==> src/logic/irq_defs.svh <==
/*
 holds the register offsets, field positions and reset values of the
 interrupt, wake and context save block.
 assumes byte addressing on a 32-bit avalon-mm slave port.
*/
`ifndef IRQ_DEFS_SVH
`define IRQ_DEFS_SVH

// ============================================================
// register byte offsets
`define OFS_IRQ_CONTROL    8'h00
`define OFS_PERIPH_EN3     8'h04
`define OFS_IRQ_STATUS     8'h08
`define OFS_IRQ_MASK       8'h0c
`define OFS_SHADOW_BASE    8'h20
`define OFS_SHADOW_LAST    8'h3c

// ============================================================
// irq_control_reg fields
`define CTL_GLOBAL_EN      0
`define CTL_PERIPH_EN      1
`define CTL_INTE           2
`define CTL_EDGE_SEL       3
`define CTL_PIN_FLAG       4

// ============================================================
// peripheral_irq_enable_three fields
`define PERIPH_EN3_CELL1   0
`define PERIPH_EN3_CELL2   1

// ============================================================
// irq status and mask fields
`define STS_EXT_EDGE       0
`define STS_ENTRY          1
`define STS_WAKE           2

// ============================================================
// shadow slots, in order of the core register bundle
`define SHD_W              0
`define SHD_STATUS         1
`define SHD_BANK           2
`define SHD_PC_HIGH        7
`define SHD_COUNT          8

// status bits kept out of the shadow copy: timeout and power-down
`define STATUS_KEEP_MASK   8'he7

// ============================================================
// reset values
`define RST_CONTROL        5'h00
`define RST_PERIPH_EN3     2'h0
`define RST_STATUS         3'h0
`define RST_MASK           3'h0

`endif

==> src/logic/irq_pkg.sv <==
/*
 holds the types of the interrupt, wake and context save block.
 assumes the constants of irq_defs.svh.
*/
`default_nettype none

package irq_pkg;

   // ============================================================
   // sequencer states
   typedef enum logic [1:0]
   {
      ST_RUN,
      ST_ISR,
      ST_SLEEP,
      ST_WAKE_STEP
   } irq_state_t;

   typedef logic [7:0][7:0] shadow_bank_t;

endpackage

`default_nettype wire

==> src/logic/ext_edge_detect.sv <==
/*
 holds the edge detector of the external interrupt pin.
 assumes the pin is synchronous to clk_i.
*/
`timescale 1ns/1ps
`default_nettype none

module ext_edge_detect
   import irq_pkg::*;
(
   // clock and reset
   input  wire logic clk_i,
   input  wire logic rst_i,
   // pin and polarity
   input  wire logic ext_pin_i,
   input  wire logic ext_pin_edge_select_i,
   // detected edge
   output logic      edge_o
);

   typedef struct packed
   {
      logic prev;
      logic edge_hit;
   } edge_state_t;

   edge_state_t s_r;
   edge_state_t s_nxt;

   // ============================================================
   // edge of the selected polarity
   always_comb
   begin
      s_nxt          = s_r;
      s_nxt.prev     = ext_pin_i;
      s_nxt.edge_hit = ext_pin_edge_select_i ? (ext_pin_i & ~s_r.prev)
                                             : (~ext_pin_i & s_r.prev);
   end

   always_ff @(posedge clk_i)
   begin
      if (rst_i)
      begin
         s_r <= '0;
      end
      else
      begin
         s_r <= s_nxt;
      end
   end

   assign edge_o = s_r.edge_hit;

   a_edge_polarity: assert property (@(posedge clk_i) disable iff (rst_i)
      edge_o |-> ($past(ext_pin_i, 1) == $past(ext_pin_edge_select_i, 1))
              && ($past(ext_pin_i, 2) != $past(ext_pin_edge_select_i, 1)))
      else $error("edge reported with wrong polarity");

endmodule // ext_edge_detect

`default_nettype wire

==> src/logic/interrupt_wake_and_context_save.sv <==
/*
 holds the interrupt gating, wake from sleep, context save and restore,
 and the avalon-mm register slave of the interrupt block.
 assumes the core sequencer pulses its strobes for one cycle each and
 takes vector, push and restore pulses at the edge that ends them.
*/
`timescale 1ns/1ps
`default_nettype none
`include "irq_defs.svh"

// Overview of operation
// wake needs enable armed before sleep
// wake vectors if global enable, else continues
// one instruction after sleep before vectoring
// pin edge request gated by pin enable
// edge select one rising, zero falling
// valid pin edge sets pin flag
// flag with both enables redirects to vector
// entry pushes return address
// entry copies core registers into shadows
// return restores core registers from shadows
// shadows readable and writable by software
// two cell enables, upper bits zero
// only clockless sources can wake
// software clears flags; they stay pending

module interrupt_wake_and_context_save
   import irq_pkg::*;
(
   // clock and reset
   input  wire logic        clk_i,
   input  wire logic        rst_i,
   // avalon-mm slave
   input  wire logic [7:0]  address_i,
   input  wire logic        read_i,
   input  wire logic        write_i,
   input  wire logic [3:0]  byteenable_i,
   input  wire logic [31:0] writedata_i,
   output logic      [31:0] readdata_o,
   output logic             waitrequest_o,
   output logic             irq_o,
   // external pin and peripheral sources
   input  wire logic        ext_pin_i,
   input  wire logic [1:0]  cell_flag_i,
   input  wire logic [1:0]  cell_clockless_i,
   // core sequencer strobes
   input  wire logic        instr_done_i,
   input  wire logic        sleep_enter_i,
   input  wire logic        return_i,
   input  wire logic [14:0] pc_next_i,
   input  wire logic [63:0] core_regs_i,
   // core sequencer commands
   output logic             vector_o,
   output logic             push_pc_o,
   output logic      [14:0] push_addr_o,
   output logic             restore_o,
   output logic      [63:0] restore_regs_o,
   output logic             wake_o,
   output logic             asleep_o
);

   typedef struct packed
   {
      irq_state_t   state;
      logic         global_irq_enable;
      logic         peripheral_irq_master_enable;
      logic         ext_pin_irq_enable;
      logic         ext_pin_edge_select;
      logic         ext_pin_irq_flag;
      logic [1:0]   peripheral_irq_enable_three;
      logic [2:0]   sts;
      logic [2:0]   msk;
      shadow_bank_t shadow;
      logic         arm_inte;
      logic         arm_peripheral_irq_master_enable;
      logic [1:0]   arm_cell;
      logic         ack;
      logic [31:0]  rdata;
      logic         vec;
      logic [14:0]  push_addr;
      logic         restore;
      logic         wake;
   } blk_state_t;

   blk_state_t s_r;
   blk_state_t s_nxt;

   logic ext_edge;
   logic req;
   logic wr_go;
   logic rd_go;
   logic take_irq;
   logic wake_src;
   logic [5:0] word;

   // ============================================================
   // pin edge detector
   ext_edge_detect u_edge
   (
      .clk_i                 (clk_i),
      .rst_i                 (rst_i),
      .ext_pin_i             (ext_pin_i),
      .ext_pin_edge_select_i (s_r.ext_pin_edge_select),
      .edge_o                (ext_edge)
   );

   // ============================================================
   // request and wake terms
   assign req   = read_i | write_i;
   assign wr_go = write_i & s_r.ack & byteenable_i[0];
   assign rd_go = read_i & s_r.ack;
   assign word  = address_i[7:2];

   assign take_irq = s_r.global_irq_enable
                   & ((s_r.ext_pin_irq_flag & s_r.ext_pin_irq_enable)
                   | (s_r.peripheral_irq_master_enable
                   & (|(cell_flag_i & s_r.peripheral_irq_enable_three))));

   // the pin peripheral needs no system clock; cells say so themselves
   assign wake_src = (s_r.ext_pin_irq_flag & s_r.arm_inte)
                   | (s_r.arm_peripheral_irq_master_enable
                   & (|(cell_flag_i & s_r.arm_cell & cell_clockless_i)));

   // ============================================================
   // next state
   always_comb
   begin
      s_nxt         = s_r;
      s_nxt.vec     = 1'b0;
      s_nxt.restore = 1'b0;
      s_nxt.wake    = 1'b0;

      // one wait state: data is fetched on the first cycle
      s_nxt.ack   = req & ~s_r.ack;
      if (req && !s_r.ack)
      begin
         s_nxt.rdata = 32'h0000_0000;
         unique case (address_i)
            `OFS_IRQ_CONTROL:
            begin
               s_nxt.rdata[`CTL_GLOBAL_EN] = s_r.global_irq_enable;
               s_nxt.rdata[`CTL_PERIPH_EN] = s_r.peripheral_irq_master_enable;
               s_nxt.rdata[`CTL_INTE]     = s_r.ext_pin_irq_enable;
               s_nxt.rdata[`CTL_EDGE_SEL] = s_r.ext_pin_edge_select;
               s_nxt.rdata[`CTL_PIN_FLAG] = s_r.ext_pin_irq_flag;
            end
            `OFS_PERIPH_EN3:
               s_nxt.rdata[1:0] = s_r.peripheral_irq_enable_three;
            `OFS_IRQ_STATUS:
               s_nxt.rdata[2:0] = s_r.sts;
            `OFS_IRQ_MASK:
               s_nxt.rdata[2:0] = s_r.msk;
            default:
            begin
               if (address_i >= `OFS_SHADOW_BASE
                   && address_i <= `OFS_SHADOW_LAST)
               begin
                  s_nxt.rdata[7:0] = s_r.shadow[word[2:0]];
               end
            end
         endcase
      end

      // register writes take effect on the edge after the one that ends waitrequest
      if (wr_go)
      begin
         unique case (address_i)
            `OFS_IRQ_CONTROL:
            begin
               s_nxt.global_irq_enable   = writedata_i[`CTL_GLOBAL_EN];
               s_nxt.peripheral_irq_master_enable
                  = writedata_i[`CTL_PERIPH_EN];
               s_nxt.ext_pin_irq_enable  = writedata_i[`CTL_INTE];
               s_nxt.ext_pin_edge_select = writedata_i[`CTL_EDGE_SEL];
               s_nxt.ext_pin_irq_flag    = writedata_i[`CTL_PIN_FLAG];
            end
            `OFS_PERIPH_EN3:
               s_nxt.peripheral_irq_enable_three = writedata_i[1:0];
            `OFS_IRQ_MASK:
               s_nxt.msk = writedata_i[2:0];
            default:
            begin
               if (address_i >= `OFS_SHADOW_BASE
                   && address_i <= `OFS_SHADOW_LAST)
               begin
                  s_nxt.shadow[word[2:0]] = writedata_i[7:0];
               end
            end
         endcase
      end

      // a status read clears only the bits it returned
      if (rd_go && address_i == `OFS_IRQ_STATUS)
      begin
         s_nxt.sts = s_r.sts & ~s_r.rdata[2:0];
      end

      // a pin edge wins over a software clear in the same cycle
      if (ext_edge)
      begin
         s_nxt.ext_pin_irq_flag = 1'b1;
         s_nxt.sts[`STS_EXT_EDGE] = 1'b1;
      end

      unique case (s_r.state)
         ST_RUN:
         begin
            if (take_irq && instr_done_i)
            begin
               s_nxt.state = ST_ISR;
               s_nxt.vec   = 1'b1;
            end
            else if (sleep_enter_i)
            begin
               // snapshot of enables as they stand when sleep begins
               s_nxt.state    = ST_SLEEP;
               s_nxt.arm_inte = s_r.ext_pin_irq_enable;
               s_nxt.arm_peripheral_irq_master_enable = s_r.peripheral_irq_master_enable;
               s_nxt.arm_cell = s_r.peripheral_irq_enable_three;
            end
         end
         ST_SLEEP:
         begin
            if (wake_src)
            begin
               s_nxt.wake  = 1'b1;
               s_nxt.sts[`STS_WAKE] = 1'b1;
               s_nxt.state = s_r.global_irq_enable ? ST_WAKE_STEP
                                                   : ST_RUN;
            end
         end
         ST_WAKE_STEP:
         begin
            if (instr_done_i)
            begin
               s_nxt.state = ST_ISR;
               s_nxt.vec   = 1'b1;
            end
         end
         ST_ISR:
         begin
            if (return_i)
            begin
               s_nxt.state   = ST_RUN;
               s_nxt.restore = 1'b1;
               s_nxt.global_irq_enable = 1'b1;
            end
         end
      endcase

      // interrupt entry: return address, shadows, global enable off
      if (s_nxt.vec)
      begin
         s_nxt.push_addr = pc_next_i;
         s_nxt.global_irq_enable = 1'b0;
         s_nxt.sts[`STS_ENTRY] = 1'b1;
         for (int i = 0; i < `SHD_COUNT; i++)
         begin
            s_nxt.shadow[i] = core_regs_i[i*8 +: 8];
         end
         s_nxt.shadow[`SHD_STATUS] = core_regs_i[15:8]
                                   & `STATUS_KEEP_MASK;
      end
   end

   // ============================================================
   // state register
   always_ff @(posedge clk_i)
   begin
      if (rst_i)
      begin
         s_r       <= '0;
         s_r.state <= ST_RUN;
         s_r.peripheral_irq_enable_three <= `RST_PERIPH_EN3;
         s_r.sts   <= `RST_STATUS;
         s_r.msk   <= `RST_MASK;
      end
      else
      begin
         s_r <= s_nxt;
      end
   end

   // ============================================================
   // outputs
   assign waitrequest_o  = req & ~s_r.ack;
   assign readdata_o     = s_r.rdata;
   assign irq_o          = |(s_r.sts & s_r.msk);
   assign vector_o       = s_r.vec;
   assign push_pc_o      = s_r.vec;
   assign push_addr_o    = s_r.push_addr;
   assign restore_o      = s_r.restore;
   assign restore_regs_o = s_r.shadow;
   assign wake_o         = s_r.wake;
   assign asleep_o       = (s_r.state == ST_SLEEP);

   // ============================================================
   // checks
   a_flag_on_edge: assert property (@(posedge clk_i) disable iff (rst_i)
      ext_edge |=> s_r.ext_pin_irq_flag)
      else $error("pin edge did not set the flag");

   a_vector_enables: assert property (@(posedge clk_i) disable iff (rst_i)
      (vector_o && $past(s_r.state) == ST_RUN) |->
         $past(s_r.global_irq_enable) && $past(instr_done_i))
      else $error("vector taken without global enable");

   a_pin_gated: assert property (@(posedge clk_i) disable iff (rst_i)
      (s_r.state == ST_RUN && !s_r.ext_pin_irq_enable
       && !s_r.peripheral_irq_master_enable) |=> !vector_o)
      else $error("vector with every source disabled");

   a_push_addr: assert property (@(posedge clk_i) disable iff (rst_i)
      vector_o |-> push_pc_o && push_addr_o == $past(pc_next_i))
      else $error("return address not pushed on entry");

   a_shadow_save: assert property (@(posedge clk_i) disable iff (rst_i)
      vector_o |-> s_r.shadow[`SHD_W] == $past(core_regs_i[7:0])
        && s_r.shadow[`SHD_STATUS]
           == ($past(core_regs_i[15:8]) & `STATUS_KEEP_MASK))
      else $error("core registers not copied on entry");

   a_return_restore: assert property (@(posedge clk_i) disable iff (rst_i)
      (s_r.state == ST_ISR && return_i) |=>
         restore_o && s_r.global_irq_enable && s_r.state == ST_RUN)
      else $error("return did not restore");

   a_wake_no_gie: assert property (@(posedge clk_i) disable iff (rst_i)
      (wake_o && !$past(s_r.global_irq_enable)) |->
         s_r.state == ST_RUN ##1 !vector_o)
      else $error("wake vectored with global enable off");

   a_step_first: assert property (@(posedge clk_i) disable iff (rst_i)
      (s_r.state == ST_WAKE_STEP && !instr_done_i) |=> !vector_o)
      else $error("vector before the step after sleep");

   a_unarmed_sleep: assert property (@(posedge clk_i) disable iff (rst_i)
      (s_r.state == ST_SLEEP && !s_r.arm_inte && !(s_r.arm_peripheral_irq_master_enable
       && |(cell_flag_i & s_r.arm_cell & cell_clockless_i))) |=> !wake_o)
      else $error("woke from a source not armed");

   a_enable3_upper: assert property (@(posedge clk_i) disable iff (rst_i)
      (read_i && s_r.ack && address_i == `OFS_PERIPH_EN3)
         |-> readdata_o[31:2] == 30'h0000_0000)
      else $error("upper enable bits read nonzero");

   a_shadow_write: assert property (@(posedge clk_i) disable iff (rst_i)
      (wr_go && address_i == `OFS_SHADOW_BASE && !s_nxt.vec)
         |=> s_r.shadow[`SHD_W] == $past(writedata_i[7:0]))
      else $error("shadow write lost");

endmodule // interrupt_wake_and_context_save

`default_nettype wire

==> config.mk <==
export PLATFORM = sky130hd
export DESIGN_NAME = interrupt_wake_and_context_save
export DESIGN_NICKNAME = d
export VERILOG_FILES = /design/src/logic/irq_pkg.sv /design/src/logic/ext_edge_detect.sv /design/src/logic/interrupt_wake_and_context_save.sv
export VERILOG_INCLUDE_DIRS = /design/src /design/src/logic
export SDC_FILE = /design/constraint.sdc
export NUM_CORES = 1
export LEC_CHECK = 0
export BUFFER_PORTS_ARGS = -buffer_cell sky130_fd_sc_hd__buf_2
export CORE_AREA = 2 2 105 133
export DETAILED_ROUTE_END_ITERATION = 10
export DIE_AREA = 0 0 107 135
export PLACE_DENSITY = 0.82
export SYNTH_ARGS = -nofsm -noshare
export SYNTH_HDL_FRONTEND = slang
export SYNTH_HIERARCHICAL = 1
export SYNTH_SLANG_ARGS = --single-unit
export TNS_END_PERCENT = 100
==> constraint.sdc <==
create_clock -name clk_i -period 2.6 [get_ports clk_i]
set_input_delay 0.52 -clock clk_i [delete_from_list [all_inputs] [get_ports clk_i]]
set_output_delay 0.52 -clock clk_i [all_outputs]
set_load 0.01 [all_outputs]
==> flow_summary_export.csv <==
group,metric,value,unit
worst_setup_path,r2r_slack,360,ps
clocking,post_cts_buffers,0,
clocking,cts_resized,0,
finish,nets,922,
routing,vias,5508,
worst_setup_path,crit_buf_inv,2,
worst_setup_path,crit_start,"s_r[132]",
synth,synth_compound_area_frac,0.1789,
clocking,clk_latency,350,ps
routing,wl_met2,8651,µm
synth,ys_ff_latch,112,
synth,synth_xor_area_frac,0,
global_route,gr-total-overflow,0,
routing,route.detailed.drc,0,
clocking,hold_buffers,0,
clocking,clk_path_buf_depth,2,
die,ios,253,
die,die_x,107,µm
clocking,clock_sinks,112,
synth,synth_flop_cell,"dfxtp_1",
sta,fin_crit_sh,0.8599,
worst_setup_path,end_kind,"register",
worst_setup_path,startpoint_type,"register",
global_route,grt_use_total,0.2478,
placement,numPortBuffers,199,
routing,wl_met3,1107,µm
die,die_y,135,µm
sta,setup_violations,0,
die,core.rowCount,47,
synth,yosysTopAreaCell,"dfxtp_1",
clocking,cts_tree,"yes",
global_route,first_global_vias,5226,
synth,synthMuxAreaShare,0.1909,
placement,pre_cts_ws,239.1,ps
finish,area_growth,11.35,%
sta,worstMarginPinSlew,607.9,ps
job,drv_cap,0,
sta,setup_slack,364.2,ps
worst_setup_path,crit_chain,"inv_1, ha_1, nand2b_1, or4b_4, buf_12, a21oi_1, a211oi_1",
finish,n_fill_cell,1199,
routing,wl_per_cell,18.85,µm
synth,synth_area,0.006484,mm²
placement,gp_congestion,0.8585,
clocking,clk_pin_slew,80,ps
routing,drt-pass1-iter-count,5,
power_and_ir_drop,p_per_area,566.3,mW/mm²
placement,placed_cells,943,
sta,fmax,447.3,MHz
outcome,status,"complete, no violations",
sta,rsz0062_at_grt,"no",
placement,place_hpwl,13140,µm
worst_setup_path,slowest_stage,"or4b_4",
finish,drive_gt1_frac,0.3553,
worst_setup_path,r2r_start,"s_r[132]",
synth,yosysWarnings,6,
worst_setup_path,arrival,2450,ps
hold_path,hold_class,"in -> reg",
routing,ant_nets,0,
finish,fin_cells,960,
global_route,antenna_found_initial,1,
finish,ff_latch_area,0.002242,mm²
hold_path,hold_start,"ext_pin_i",
synth,synthCells,695,
synth,synth_top_family_by_area,"multiplexers",
clocking,numCtsBuffers,9,
synth,synthArstFlopShare,0,
routing,wirelength_met1,7437,µm
routing,drt_iter0_drc,382,
die,core-area,0.01311,mm²
sta,finalHoldViolations,0,
sta,post-route-min-period,2236,ps
worst_setup_path,critical_path_class,"reg -> reg",
power_and_ir_drop,vdd_ir_drop_max,0.0002855,V
power_and_ir_drop,p_total,4.088,mW
synth,synthTopCellsByArea,"dfxtp_1 35%, buf_4 13%, mux2i_1 11%",
die,die-area,0.01445,mm²
synth,synth_edf_count,0,
worst_setup_path,crit_family,"simple AND/OR/NAND/NOR gates",
routing,highest_layer,"met4",
power_and_ir_drop,power.leakage,3.179,nW
synth,synth_fa_ha_area_frac,0.007719,
global_route,grt_max_degree,79,
clocking,cts_root_buf,"clkbuf_16",
routing,vias_per_cell,5.738,
synth,yosys.cell_types.count,51,
sta,slew_headroom,0.5938,
worst_setup_path,cpPeakStageDelay,570,ps
routing,wl,18100,µm
synth,synth.avg_cell_area,9.329,µm²
global_route,grt_first_pass_wirelength,27760,µm
synth,synth-simple-area-share,0.09803,
die,initial_utilization,0.4944,
finish,multiInputGateArea,0.003196,mm²
sta,clock_skew,11.54,ps
sta,setup_tns,0,ps
sta,maxSlewViolCount,0,
synth,synth_top_area_frac,0.3458,
clocking,htreeDepth,3,
worst_setup_path,required,2810,ps
synth,ys_seq_area_frac,0.3458,
worst_setup_path,crit_fanout,78,
[final cells by class]
class	instances	share of cell area
Tap cell	171	0.02964
Sequential cell	112	0.3106
Inverter	8	0.004159
Timing Repair Buffer	225	0.1723
Antenna cell	1	0.0003466
Multi-Input combinational cell	427	0.4426
Clock buffer	10	0.03310
Clock inverter	6	0.007279
[metal layers]
metal  track usage  vias up
met1        0.3103     2607
met2        0.4098      256
li1              -     2592
met4        0.1320        0
met5             0        -
met3       0.03861       53
[where the power goes]
group	leakage (nW)	internal, mW	switching, mW
sequential	0.905	1.82	0.0838
combinational	2.13	0.357	0.464
clock	0.144	0.692	0.673
total	3.18	2.87	1.22
[stage by stage]
step	utilization	hold slack (ps)	cell area [µm²]
final	0.5505	416.6	7219
after global routing	0.5505	420.0	7219
after CTS	0.5503	403.1	7217
after detailed placement	0.5281	456.2	6925
after global placement	0.5281	442.9	6925
after floorplan	-	436.7	6570
[placed cells by master (no fill, tap or decap), drive strengths merged, types with 9 or more instances in the layout]
cell type / instances
inv: 9
conb: 24
o21ai: 18
mux2: 9
nor2: 24
nand2: 17
a211oi: 63
buf: 225
nand3: 26
mux4: 18
nand4: 11
clkbuf: 10
mux2i: 73
dfxtp: 112
a21oi: 89
[cells in the mapped netlist, types with 2 or more instances]
cell	number
nor2_1	23
nand2b_1	2
o21a_1	2
a22oi_1	2
nor3b_1	2
o211ai_1	2
or3b_1	2
a31oi_1	2
dfxtp_1	112
nor4_4	3
nand3b_1	2
buf_6	6
and3_1	3
buf_1	12
mux2_2	9
nor2b_1	2
ha_1	4
buf_4	114
mux2i_1	73
nand4_1	11
clkbuf_1	31
and4b_1	2
or2_2	2
mux4_2	18
o21ai_0	17
nor4b_1	2
a21oi_1	88
inv_1	7
nor3_1	5
nand3_1	26
buf_2	7
a211oi_1	63
nand2_1	17
a221oi_1	5
[worst reg2reg max path: stages (launching register included)]
cell and delay [ps]:
dfxtp_1 360, inv_1 80, ha_1 300, nand2b_1 200, or4b_4 570, buf_12 210, a21oi_1 300, a211oi_1 70
[path summary, 6_finish.rpt]
kind / end / cells after the start
hold reg to reg: readdata_o[7] / 2
setup / recovery: restore_regs_o[42] / 7
hold / removal: u_edge/s_r[1] / 2
setup reg to reg: restore_regs_o[42] / 7
[registers in the layout, summed over array words and instances, names as in the netlist]
signal          cells
wake_o              1
restore_regs_o     64
s_r                20
u_edge/s_r          1
u_edge/edge_o       1
readdata_o          8
restore_o           1
push_pc_o           1
push_addr_o        15
[cells by family (layout without fill, tap and decap cells)]
group           count (synthesis)  after routing
flops                         112            112
other cells                     1             25
compound gates                188            188
buf+inv                       179            249
fa+ha+maj                       4              4
mux                           100            100
simple gates                  111            111
Power figures use the tool's default switching activity.
